File: src/logic/sync_serial_consts.svh
// Register offsets, field positions and reset values of the serial port.
`ifndef SYNC_SERIAL_CONSTS_SVH
`define SYNC_SERIAL_CONSTS_SVH
`define OFS_RX_STATUS 3'h0
`define OFS_RX_BUFFER 3'h1
`define OFS_TX_STATUS 3'h2
`define OFS_BAUD_CTRL 3'h3
`define OFS_DIV_HIGH 3'h4
`define OFS_DIV_LOW 3'h5
`define OFS_TX_BUFFER 3'h6
`define OFS_IRQ_CTRL 3'h7
`define RX_PORT_EN_BIT 7
`define RX_NINE_BIT 6
`define RX_SINGLE_BIT 5
`define RX_CONT_BIT 4
`define RX_FRAME_ERR_BIT 2
`define RX_OVERRUN_BIT 1
`define RX_NINTH_BIT 0
`define TX_CLK_SRC_BIT 7
`define TX_NINE_BIT 6
`define TX_EN_BIT 5
`define TX_SYNC_BIT 4
`define TX_HIGH_RATE_BIT 2
`define TX_EMPTY_BIT 1
`define TX_NINTH_BIT 0
`define BAUD_RX_IDLE_BIT 6
`define BAUD_POL_BIT 4
`define BAUD_WIDE_BIT 3
`define IRQ_RX_EN_BIT 0
`define IRQ_TX_EN_BIT 1
`define IRQ_TX_FLAG_BIT 4
`define IRQ_RX_FLAG_BIT 5
`define RESET_BYTE 8'h00
`define RESET_DIV 8'h00
`define WORD_BITS_SHORT 4'h8
`define WORD_BITS_LONG 4'h9
`endif

File: src/logic/sync_serial_pkg.sv
// Types shared by the serial port modules.
package sync_serial_pkg;
	typedef logic [2:0] reg_addr_type;
	typedef logic [7:0] reg_data_type;
	typedef enum logic [2:0]
	{
		LINK_IDLE = 3'b001,
		LINK_TX = 3'b010,
		LINK_RX = 3'b100
	} link_state_type;
endpackage

File: src/logic/shift_clock_if.sv
// Connection between the port logic and its shift clock generator.
`timescale 1ns/1ps
interface shift_clock_if;
	logic run;
	logic [15:0] divisor;
	logic tick;
	modport gen (input run, input divisor, output tick);
	modport user (output run, output divisor, input tick);
endinterface

File: src/logic/sync_serial_port.sv
// Synchronous serial port, master or slave, with its register file.
`timescale 1ns/1ps
`include "sync_serial_consts.svh"
module sync_serial_port
(
	input wire logic clock,
	input wire logic rst_b,
	input wire sync_serial_pkg::reg_addr_type addr,
	input wire sync_serial_pkg::reg_data_type wrData,
	input wire logic wrEn,
	input wire logic rdEn,
	output sync_serial_pkg::reg_data_type rdData,
	input wire logic clkIn,
	output logic clkOut,
	output logic clkOe_b,
	input wire logic dataIn,
	output logic dataOut,
	output logic dataOe_b,
	output logic rxIrq,
	output logic txIrq,
	output logic wakeRequest
);
	import sync_serial_pkg::*;

	link_state_type state_reg;
	logic portEn_reg;
	logic rx9_reg;
	logic single_receive_enable_reg;
	logic continuous_receive_enable_reg;
	logic overrun_error_flag_reg;
	logic receive_ninth_bit_reg;
	logic [7:0] rcBuf_reg;
	logic receive_complete_flag_reg;
	logic clock_source_select_reg;
	logic tx9_reg;
	logic transmit_enable_bit_reg;
	logic sync_reg;
	logic brgh_reg;
	logic transmit_ninth_bit_reg;
	logic [7:0] txBuf_reg;
	logic txBuf9_reg;
	logic txFull_reg;
	logic clock_polarity_select_reg;
	logic sixteen_bit_divisor_select_reg;
	logic [7:0] divHi_reg;
	logic [7:0] divLo_reg;
	logic receive_interrupt_enable_reg;
	logic transmit_interrupt_enable_reg;
	logic [8:0] tsr_reg;
	logic [8:0] rsr_reg;
	logic [3:0] bitCnt_reg;
	logic sclk_reg;
	logic clkS1_reg;
	logic clkS2_reg;
	logic clkS3_reg;
	logic dataS1_reg;
	logic dataS2_reg;
	logic [7:0] rdData_reg;

	logic portOn;
	logic master;
	logic fallEdge;
	logic slaveFall;
	logic rxWant;
	logic rxGo;
	logic loadTx;
	logic lastBit;
	logic wordDone;
	logic [3:0] frameBits;
	logic [8:0] newWord;
	logic wrRxStatus;
	logic wrTxBuffer;
	logic rdRxBuffer;

	shift_clock_if clkLink ();

	baud_tick_gen tickGen
	(
		.clock(clock),
		.rst_b(rst_b),
		.link(clkLink.gen)
	);

	assign portOn = portEn_reg && sync_reg;
	assign master = portOn && clock_source_select_reg;
	assign wrRxStatus = wrEn && (addr == `OFS_RX_STATUS);
	assign wrTxBuffer = wrEn && (addr == `OFS_TX_BUFFER);
	assign rdRxBuffer = rdEn && (addr == `OFS_RX_BUFFER);

	// The divisor uses the high byte only when the wide divisor is chosen.
	assign clkLink.divisor = sixteen_bit_divisor_select_reg ? {divHi_reg, divLo_reg}
		: {8'h00, divLo_reg};
	assign clkLink.run = master && (state_reg != LINK_IDLE);

	// Synchronisers for the pins before any logic sees them.
	always_ff @(posedge clock or negedge rst_b)
	begin
		if (!rst_b)
		begin
			clkS1_reg <= 1'b0;
			clkS2_reg <= 1'b0;
			clkS3_reg <= 1'b0;
			dataS1_reg <= 1'b0;
			dataS2_reg <= 1'b0;
		end
		else
		begin
			clkS1_reg <= clkIn;
			clkS2_reg <= clkS1_reg;
			clkS3_reg <= clkS2_reg;
			dataS1_reg <= dataIn;
			dataS2_reg <= dataS1_reg;
		end
	end

	// The logical clock is the pin level with the idle polarity removed.
	assign slaveFall = (clkS3_reg ^ clock_polarity_select_reg) && !(clkS2_reg ^ clock_polarity_select_reg);
	assign fallEdge = master ? (clkLink.tick && sclk_reg) : slaveFall;

	// Master shift clock, idle low in logical terms.
	always_ff @(posedge clock or negedge rst_b)
	begin
		if (!rst_b)
			sclk_reg <= 1'b0;
		else if (!clkLink.run)
			sclk_reg <= 1'b0;
		else if (clkLink.tick)
			sclk_reg <= !sclk_reg;
	end

	assign frameBits = (state_reg == LINK_RX ? rx9_reg : tx9_reg)
		? `WORD_BITS_LONG : `WORD_BITS_SHORT;
	assign lastBit = fallEdge && (bitCnt_reg == frameBits - 4'h1);

	// Continuous enable decides alone when set; slave ignores single enable.
	assign rxWant = continuous_receive_enable_reg || (single_receive_enable_reg && master);
	// Transmit pending keeps the receiver off, and overrun stops it.
	assign loadTx = portOn && transmit_enable_bit_reg && txFull_reg
		&& (state_reg == LINK_IDLE);
	assign rxGo = portOn && rxWant && !overrun_error_flag_reg && !loadTx
		&& !(transmit_enable_bit_reg && txFull_reg) && (state_reg == LINK_IDLE);
	assign wordDone = (state_reg == LINK_RX) && lastBit;
	assign newWord = {dataS2_reg, rsr_reg[8:1]};

	// Link sequencer.
	always_ff @(posedge clock or negedge rst_b)
	begin
		if (!rst_b)
			state_reg <= LINK_IDLE;
		else
		begin
			case (state_reg)
				LINK_IDLE:
				begin
					if (loadTx)
						state_reg <= LINK_TX;
					else if (rxGo)
						state_reg <= LINK_RX;
				end
				LINK_TX:
				begin
					if (!portOn || lastBit)
						state_reg <= LINK_IDLE;
				end
				LINK_RX:
				begin
					if (!portOn || !rxWant || lastBit)
						state_reg <= LINK_IDLE;
				end
				default:
					state_reg <= LINK_IDLE;
			endcase
		end
	end

	// Bit counter for the word in flight.
	always_ff @(posedge clock or negedge rst_b)
	begin
		if (!rst_b)
			bitCnt_reg <= 4'h0;
		else if (state_reg == LINK_IDLE || lastBit)
			bitCnt_reg <= 4'h0;
		else if (fallEdge)
			bitCnt_reg <= bitCnt_reg + 4'h1;
	end

	// Transmit shift register, least significant bit first.
	always_ff @(posedge clock or negedge rst_b)
	begin
		if (!rst_b)
			tsr_reg <= 9'h000;
		else if (loadTx)
			tsr_reg <= {txBuf9_reg, txBuf_reg};
		else if (state_reg == LINK_TX && fallEdge)
			tsr_reg <= {1'b0, tsr_reg[8:1]};
	end

	// Receive shift register samples on each falling edge.
	always_ff @(posedge clock or negedge rst_b)
	begin
		if (!rst_b)
			rsr_reg <= 9'h000;
		else if (state_reg == LINK_RX && fallEdge)
			rsr_reg <= newWord;
	end

	// Transmit buffer; only a new write marks it full again.
	always_ff @(posedge clock or negedge rst_b)
	begin
		if (!rst_b)
		begin
			txBuf_reg <= `RESET_BYTE;
			txBuf9_reg <= 1'b0;
			txFull_reg <= 1'b0;
		end
		else if (wrTxBuffer)
		begin
			txBuf_reg <= wrData;
			txBuf9_reg <= tx9_reg && transmit_ninth_bit_reg;
			txFull_reg <= 1'b1;
		end
		else if (loadTx)
			txFull_reg <= 1'b0;
	end

	// Receive buffer and flags; a word with unread data pending is dropped.
	always_ff @(posedge clock or negedge rst_b)
	begin
		if (!rst_b)
		begin
			rcBuf_reg <= `RESET_BYTE;
			receive_ninth_bit_reg <= 1'b0;
			receive_complete_flag_reg <= 1'b0;
		end
		else if (wordDone && !receive_complete_flag_reg)
		begin
			rcBuf_reg <= rx9_reg ? newWord[7:0] : newWord[8:1];
			receive_ninth_bit_reg <= rx9_reg && newWord[8];
			receive_complete_flag_reg <= 1'b1;
		end
		else if (rdRxBuffer)
			receive_complete_flag_reg <= 1'b0;
	end

	// Overrun sets on a word that finds the buffer full.
	always_ff @(posedge clock or negedge rst_b)
	begin
		if (!rst_b)
			overrun_error_flag_reg <= 1'b0;
		else if (wordDone && receive_complete_flag_reg)
			overrun_error_flag_reg <= 1'b1;
		else if (wrRxStatus && !wrData[`RX_CONT_BIT])
			overrun_error_flag_reg <= 1'b0;
	end

	// Receive status and control register.
	always_ff @(posedge clock or negedge rst_b)
	begin
		if (!rst_b)
		begin
			portEn_reg <= 1'b0;
			rx9_reg <= 1'b0;
			single_receive_enable_reg <= 1'b0;
			continuous_receive_enable_reg <= 1'b0;
		end
		else if (wrRxStatus)
		begin
			portEn_reg <= wrData[`RX_PORT_EN_BIT];
			rx9_reg <= wrData[`RX_NINE_BIT];
			single_receive_enable_reg <= wrData[`RX_SINGLE_BIT];
			continuous_receive_enable_reg <= wrData[`RX_CONT_BIT];
		end
		else if (wordDone && !continuous_receive_enable_reg)
			single_receive_enable_reg <= 1'b0;
	end

	// Transmit control, baud and interrupt enable registers.
	always_ff @(posedge clock or negedge rst_b)
	begin
		if (!rst_b)
		begin
			clock_source_select_reg <= 1'b0;
			tx9_reg <= 1'b0;
			transmit_enable_bit_reg <= 1'b0;
			sync_reg <= 1'b0;
			brgh_reg <= 1'b0;
			transmit_ninth_bit_reg <= 1'b0;
			clock_polarity_select_reg <= 1'b0;
			sixteen_bit_divisor_select_reg <= 1'b0;
			divHi_reg <= `RESET_DIV;
			divLo_reg <= `RESET_DIV;
			receive_interrupt_enable_reg <= 1'b0;
			transmit_interrupt_enable_reg <= 1'b0;
		end
		else if (wrEn)
		begin
			case (addr)
				`OFS_TX_STATUS:
				begin
					clock_source_select_reg <= wrData[`TX_CLK_SRC_BIT];
					tx9_reg <= wrData[`TX_NINE_BIT];
					transmit_enable_bit_reg <= wrData[`TX_EN_BIT];
					sync_reg <= wrData[`TX_SYNC_BIT];
					brgh_reg <= wrData[`TX_HIGH_RATE_BIT];
					transmit_ninth_bit_reg <= wrData[`TX_NINTH_BIT];
				end
				`OFS_BAUD_CTRL:
				begin
					clock_polarity_select_reg <= wrData[`BAUD_POL_BIT];
					sixteen_bit_divisor_select_reg <= wrData[`BAUD_WIDE_BIT];
				end
				`OFS_DIV_HIGH:
					divHi_reg <= wrData;
				`OFS_DIV_LOW:
					divLo_reg <= wrData;
				`OFS_IRQ_CTRL:
				begin
					receive_interrupt_enable_reg <= wrData[`IRQ_RX_EN_BIT];
					transmit_interrupt_enable_reg <= wrData[`IRQ_TX_EN_BIT];
				end
				default:
				begin
				end
			endcase
		end
	end

	// Read data appear in the cycle after the read strobe.
	always_ff @(posedge clock or negedge rst_b)
	begin
		if (!rst_b)
			rdData_reg <= `RESET_BYTE;
		else if (rdEn)
		begin
			case (addr)
				`OFS_RX_STATUS:
					rdData_reg <= {portEn_reg, rx9_reg, single_receive_enable_reg, continuous_receive_enable_reg,
						1'b0, 1'b0, overrun_error_flag_reg, receive_ninth_bit_reg};
				`OFS_RX_BUFFER:
					rdData_reg <= rcBuf_reg;
				`OFS_TX_STATUS:
					rdData_reg <= {clock_source_select_reg, tx9_reg, transmit_enable_bit_reg, sync_reg,
						1'b0, brgh_reg, state_reg != LINK_TX,
						transmit_ninth_bit_reg};
				`OFS_BAUD_CTRL:
					rdData_reg <= {1'b0, state_reg != LINK_RX, 1'b0,
						clock_polarity_select_reg, sixteen_bit_divisor_select_reg, 3'h0};
				`OFS_DIV_HIGH:
					rdData_reg <= divHi_reg;
				`OFS_DIV_LOW:
					rdData_reg <= divLo_reg;
				`OFS_TX_BUFFER:
					rdData_reg <= txBuf_reg;
				`OFS_IRQ_CTRL:
					rdData_reg <= {2'h0, receive_complete_flag_reg, !txFull_reg,
						2'h0, transmit_interrupt_enable_reg, receive_interrupt_enable_reg};
				default:
					rdData_reg <= `RESET_BYTE;
			endcase
		end
		else
			rdData_reg <= `RESET_BYTE;
	end

	assign rdData = rdData_reg;

	// Pins: the clock is driven only as master, data only while sending.
	assign clkOut = sclk_reg ^ clock_polarity_select_reg;
	assign clkOe_b = !master;
	assign dataOut = tsr_reg[0];
	assign dataOe_b = !(portOn && state_reg == LINK_TX);

	// Requests are levels that also wake a sleeping core.
	assign rxIrq = receive_complete_flag_reg && receive_interrupt_enable_reg;
	assign txIrq = !txFull_reg && transmit_interrupt_enable_reg;
	assign wakeRequest = rxIrq || txIrq;
endmodule

File: src/logic/baud_tick_gen.sv
// Half-period tick generator for the master shift clock.
`timescale 1ns/1ps
module baud_tick_gen
(
	input wire logic clock,
	input wire logic rst_b,
	shift_clock_if.gen link
);
	logic [16:0] count_reg;
	logic [16:0] limit;

	// Each half period lasts two clocks per divisor step, plus two.
	assign limit = {link.divisor, 1'b1};
	assign link.tick = link.run && (count_reg == limit);

	always_ff @(posedge clock or negedge rst_b)
	begin
		if (!rst_b)
			count_reg <= 17'h00000;
		else if (!link.run || link.tick)
			count_reg <= 17'h00000;
		else
			count_reg <= count_reg + 17'h00001;
	end
endmodule

File: config.mk
export PLATFORM = sky130hd
export DESIGN_NAME = sync_serial_port
export DESIGN_NICKNAME = d
export VERILOG_FILES = /design/src/logic/sync_serial_pkg.sv /design/src/logic/shift_clock_if.sv /design/src/logic/sync_serial_port.sv /design/src/logic/baud_tick_gen.sv
export VERILOG_INCLUDE_DIRS = /design/src /design/src/logic
export SDC_FILE = /design/constraint.sdc
export NUM_CORES = 1
export LEC_CHECK = 0
export ABC_AREA = 1
export BUFFER_PORTS_ARGS = -buffer_cell sky130_fd_sc_hd__buf_2
export CAP_MARGIN = 20
export CORE_MARGIN = 10
export CORE_UTILIZATION = 55
export CTS_CLUSTER_DIAMETER = 100
export DETAILED_ROUTE_END_ITERATION = 12
export GPL_TIMING_DRIVEN = 0
export PLACE_DENSITY = 0.86
export RECOVER_POWER = 100
export SLEW_MARGIN = 40
export SYNTH_ARGS = -nofsm -noshare
export SYNTH_HDL_FRONTEND = slang
export SYNTH_SLANG_ARGS = --single-unit
File: constraint.sdc
create_clock -name clock -period 1.8 [get_ports clock]
set_input_delay 0.18 -clock clock [delete_from_list [all_inputs] [get_ports clock]]
set_output_delay 0.18 -clock clock [all_outputs]
set_load 0.05 [all_outputs]
# Yosys cells after proc, flatten, opt, wreduce, memory -nomap -nowiden
# Cells that the tools add are included.
# word_totals
ff_bits	107
output_inout_bits	15
wordCells	153
# classes
add_sub_neg	3
eq_ne	19
mux	27
bitwise	3
reduce_logical	66
# ops
cell	n
$pmux 8 s8	1
$logic_and 1x1->1	32
$mux 9	2
$add 17x1->17 const B	1
$eq 17x17->1	1
$mux 17	1
$mux 16	1
$mux 8	2
$eq 3x3->1 const B	5
$logic_not 1->1	14
$mux 1	13
$mux 3	4
$reduce_bool 2->1	6
$reduce_and 2->1	5
$eq 3x2->1 const B	3
$pmux 3 s3	1
$mux 4	2
$logic_or 1x1->1	7
$eq 3x1->1 const B	2
$ne 3x3->1 const B	2
$add 4x1->4 const B	1
$eq 4x4->1	1
$ne 2x2->1 const B	2
$sub 4x1->4 const B	1
6 further kinds	8

# Longest topological paths before layout
# logic_depth
word_depth	12
mapped_depth	14
ltp_nobuf	13

# Cells and area by module
# Synthesis repeated with hierarchy kept, for this count alone.
# hier_totals
hier_cells	685
hier_area_um2	5521.5
# modules_own_cells
module	instances	cells_each	area_each_um2
sync_serial_port	1	518	4321.6
baud_tick_gen	1	167	1199.9

# Worst setup path before layout
# Ideal clock, no wire load.
# synth_timing
path_type	register to register
startpoint	reg portEn_reg
endpoint	reg tsr_reg[7]
setup_time_ps	127
t_arrival_ps	1734
required_ps	1673
slack_ps	-61
stages_incl_launch_ff	10
n_path_buf	1
synth_period_minus_slack_ps	1861
cell_sequence	dfrtp_1 -> nand2_1 -> nor2_1 -> inv_1 -> o211ai_1 -> nand2_4 -> buf_12 -> nand2_8 -> nand2_2 -> o211ai_2
# synth_via
elab_chain_len	8
# synth_lines
element	line_no	text
start: declaration	sync_serial_port.sv:26	logic portEn_reg;
start signal: assignment	sync_serial_port.sv:268	portEn_reg <= wrData[`RX_PORT_EN_BIT];
$logic_and 1x1->1 (*)	sync_serial_port.sv:84	assign portOn = portEn_reg && sync_reg;
$logic_and 1x1->1	sync_serial_port.sv:85	assign master = portOn && clock_source_select_reg;
$logic_and 1x1->1	sync_serial_port.sv:93	assign clkLink.run = master && (state_reg != LINK_IDLE);
$logic_and 1x1->1	baud_tick_gen.sv:14	assign link.tick = link.run && (count_reg == limit);
$logic_and 1x1->1	sync_serial_port.sv:118	assign fallEdge = master ? (clkLink.tick && sclk_reg) : slaveFall;
$mux 1	sync_serial_port.sv:118	
$logic_and 1x1->1	sync_serial_port.sv:194	else if (state_reg == LINK_TX && fallEdge)
$reduce_bool 2->1 (no source line)	-	
end signal: assignment	sync_serial_port.sv:193	tsr_reg <= {txBuf9_reg, txBuf_reg};
end signal: assignment	sync_serial_port.sv:195	tsr_reg <= {1'b0, tsr_reg[8:1]};
end: declaration	sync_serial_port.sv:49	logic [8:0] tsr_reg;
# Every way passes the cells marked *; elsewhere a longest branch is shown, timed or not.
# A chain may end at the register's enable or synchronous reset.

# Worst setup path after layout
# layout_timing
startpoint	reg sixteen_bit_divisor_select_reg
endpoint	reg receive_ninth_bit_reg
# layout_via
elab_chain_len	8
# layout_lines
element	line_no	text
start: declaration	sync_serial_port.sv:44	logic sixteen_bit_divisor_select_reg;
start signal: assignment	sync_serial_port.sv:310	sixteen_bit_divisor_select_reg <= wrData[`BAUD_WIDE_BIT];
$mux 16	sync_serial_port.sv:91	assign clkLink.divisor = sixteen_bit_divisor_select_reg ? {divHi_reg, divLo_reg}
$eq 17x17->1	baud_tick_gen.sv:14	
$logic_and 1x1->1	baud_tick_gen.sv:14	
$logic_and 1x1->1	sync_serial_port.sv:118	
$mux 1	sync_serial_port.sv:118	
$logic_and 1x1->1	sync_serial_port.sv:133	assign lastBit = fallEdge && (bitCnt_reg == frameBits - 4'h1);
$logic_and 1x1->1	sync_serial_port.sv:142	assign wordDone = (state_reg == LINK_RX) && lastBit;
$logic_and 1x1->1	sync_serial_port.sv:235	else if (wordDone && !receive_complete_flag_reg)
end signal: assignment	sync_serial_port.sv:238	receive_ninth_bit_reg <= rx9_reg && newWord[8];
end: declaration	sync_serial_port.sv:31	logic receive_ninth_bit_reg;
# No other way between the ends.

==> metrics.md <==
| Metric | Value |
|---|---|
| Status | finished, violations left |
| Violated checks | negative setup slack |
| Top-area cell type share of the netlist area | 50.1% |
| Detailed Routing Iterations Pass 1 | 6 |
| Critical Path Slowest Stage Cell | dfrtp_2 |
| Sequential fraction of the synthesis area | 50.6% |
| Buf+Inv Stages, Crit Path | 1 |
| Layout net count | 743 |
| Worst skew pair latency | 0.39 ns |
| Max Root-Sink Buffers | 2 |
| Min Tclk post-route | 1.90 ns |
| Layout Utilization | 67.2% |
| Unrepaired setup endpoints after global routing | true |
| Crit-path cells | buf_6 > nand2_2 > xor2_1 > nand3_1 > nor2_4 > nand3_4 > a21oi_4 > nand4_1 > nand2_1 |
| Global route overflow | 0 |
| Core area | 0.00928 sq mm |
| Cell Pwr Density | 921 mW/mm^2 |
| Post-synth net total | 674 |
| Initial antenna violation count | 0 |
| Overall Power | 5750 uW |
| Final cycle utilization of the critical path | 106% |
| Vias in the first global route | 4543 |
| Place WS | -0.187 ns |
| Number of flip-flops in the largest register | 17 |
| Leak | 0.00301 uW |
| Reg2reg start | sixteen_bit_divisor_select_reg |
| Final GP Congestion | 0.967 |
| FF-to-FF setup slack | -0.10 ns |
| Worst Setup Start Kind | flip-flop |
| Clock sink count | 106 |
| Post-synth EDFFs | 0 |
| Initial Util | 56.5% |
| WL final | 14.1 mm |
| Clk_skew | 0.0170 ns |
| Cells after Synth | 655 |
| Final setup viols | 34 |
| Most used DFF post-synth | dfrtp_1 |
| Fmax | 525 MHz |
| Maximum vdd ir drop | 0.467 mV |
| Cts bufs inserted | 9 |
| Hold WC Path Type | in -> reg |
| Asr flop ratio synth | 100% |
| Largest delay share family, worst path | simple AND/OR/NAND/NOR gates |
| Layout cell share with drive strength beyond 1 | 18.4% |
| Synthesized flop and latch total | 106 |
| Distinct cells, synth | 42 |
| Antenna Nets Post-Route | 0 |
| Final Max Slew Viols | 0 |
| Leading area contributor after synthesis | dfrtp_1 |
| Critical Path RT | 2.13 ns |
| Die area | 0.0139 sq mm |
| Hold path start | wrData[5] |
| Worst setup EP type | flip-flop |
| Post-DR vias/cell | 5.71 |
| Commonest cells post-synth | nand2_1, dfrtp_1, inv_1 |
| H-tree depth | 3 |
| Area contributors post-synth | dfrtp_1, nand2_1, o21ai_0 |
| Post-DR wirelength/cell | 16.4 microns |
| DR iter-0 viols | 559 |
| Antenna diode count | 0 |
| Hold path depth | 3 |
| Core Rows | 35 |
| Worst Hold End | single_receive_enable_reg |
| Worst hold slack | 0.0269 ns |
| Clock root cell | clkbuf_8 |
| Global-route wire length before repair | 22.2 mm |
| Yosys Warn Count | 0 |
| Slowest Stage Delay on Critical Path | 0.45 ns |
| Gr usage total | 19.2% |
| WP data arrival | 2.23 ns |
| Synthesized area | 0.00525 sq mm |
| Via Count | 4902 |
| Final hold vios | 0 |
| R2R depth | 9 |
| DRC Markers | 0 |
| Die Ht | 118 microns |
| Largest net degree at the start of global routing | 80 |
| Post-DP HPWL | 9.66 mm |
| Worst slew pin tran | 1.30 ns |
| IO Port Bufs | 31 |
| Worst setup margin | -0.104 ns |
| Post-DP Area | 0.00560 sq mm |
| FF-to-FF End | receive_ninth_bit_reg |
| Avg Synthesized Cell Area | 8.01 sq um |
| Crit. path cell count | 9 |
| DIE WIDTH | 118 microns |
| CTS clk-pin slew, worst paths | 0.11 ns |
| Crit path max fanout | 10 |
| Setup CP Type | reg -> reg |
| Layout area overhead | 18.9% |
| CTS tree | yes |
| I/O Pins | 32 |
| Max Cap Viol | 0 |
| Final Instance Area | 0.00624 sq mm |
| Top-count cell post-synth | nand2_1 |
| Max_slew headroom | 12.9% |
-- where the power goes --
group | leakage [uW] | internal (uW) | switching (uW) | total, uW
logic | 0.00154 | 464 | 902 | 1370
clock network | 0.0000844 | 525 | 894 | 1420
registers | 0.00139 | 2690 | 278 | 2970
total | 0.00301 | 3680 | 2070 | 5750
-- cell families (layout without fill, tap and decap cells) --
group	Yosys count	after routing	share of synthesized area, %
and+or+nand+nor	329	330	27.4
AOI/OAI and AO/OA	113	113	12.9
DFF	106	106	50.6
buffers and inverters	99	172	7.68
xor gates and xnor gates	6	6	1.00
adders and majority gates	2	2	0.477
-- through the flow --
step	instances	TNS, ns
floorplan	655	0
global placement	815	-59.71
detailed placement	816	-5.43
CTS	843	-1.03
global route	858	-14.48
finish	858	-2.39
-- tightest hold or removal path, cell delays in order --
cell	delay, ns
buf_2	0.10
nand2_1	0.05
nand2_1	0.05
-- layer usage --
metal,wire length (microns),vias up,global-route usage (%)
met3,1250,32,3.55
met4,288,0,6.34
met1,5890,2341,26.0
li1,-,2257,-
met2,6670,272,30.4
met5,0,-,0
-- area by class of cell --
type                       count  area (sq um)
sequential                   106          2660
clock inverter                 7          60.1
buffer                        13          85.1
timing repair buffer          57           413
multi-input combinational    451          2420
inverter                      86           325
tap                          129           161
clock buffer                   9           124
fill                         702          3040
-- what timing repair did --
action | 4_1_cts | 5_1_grt
pin swaps | 5 | 27
hold endpoints to repair | 93 | 0
setup buffers | 6 | 15
setup endpoints to repair | 47 | 49
gates resized for setup | 31 | 40
hold buffers | 3 | 0
cloned | 2 | 2
-- cell usage in the layout (no fill, tap or decap), types with 11 or more instances in the layout --
master    instances
nand2_1         189
dfrtp_1         102
inv_1            80
o21ai_0          62
nor2_1           48
nand3_1          23
clkbuf_1         20
buf_4            17
a21oi_1          16
buf_2            16
nand3_2          14
nand4_1          14
nand2_2          11
-- worst max path at each step --
stage,from,endpoint,slack [ns]
CTS,sixteen_bit_divisor_select_reg,tsr_reg[2],-0.07
global route,sixteen_bit_divisor_select_reg,rcBuf_reg[2],-0.24
detailed placement,sixteen_bit_divisor_select_reg,tsr_reg[2],-0.19
finish,sixteen_bit_divisor_select_reg,receive_ninth_bit_reg,-0.10
global placement,rst_b,bitCnt_reg[2],-0.54
floorplan,sixteen_bit_divisor_select_reg,tsr_reg[7],0.08
Power figures use the tool's default switching activity.
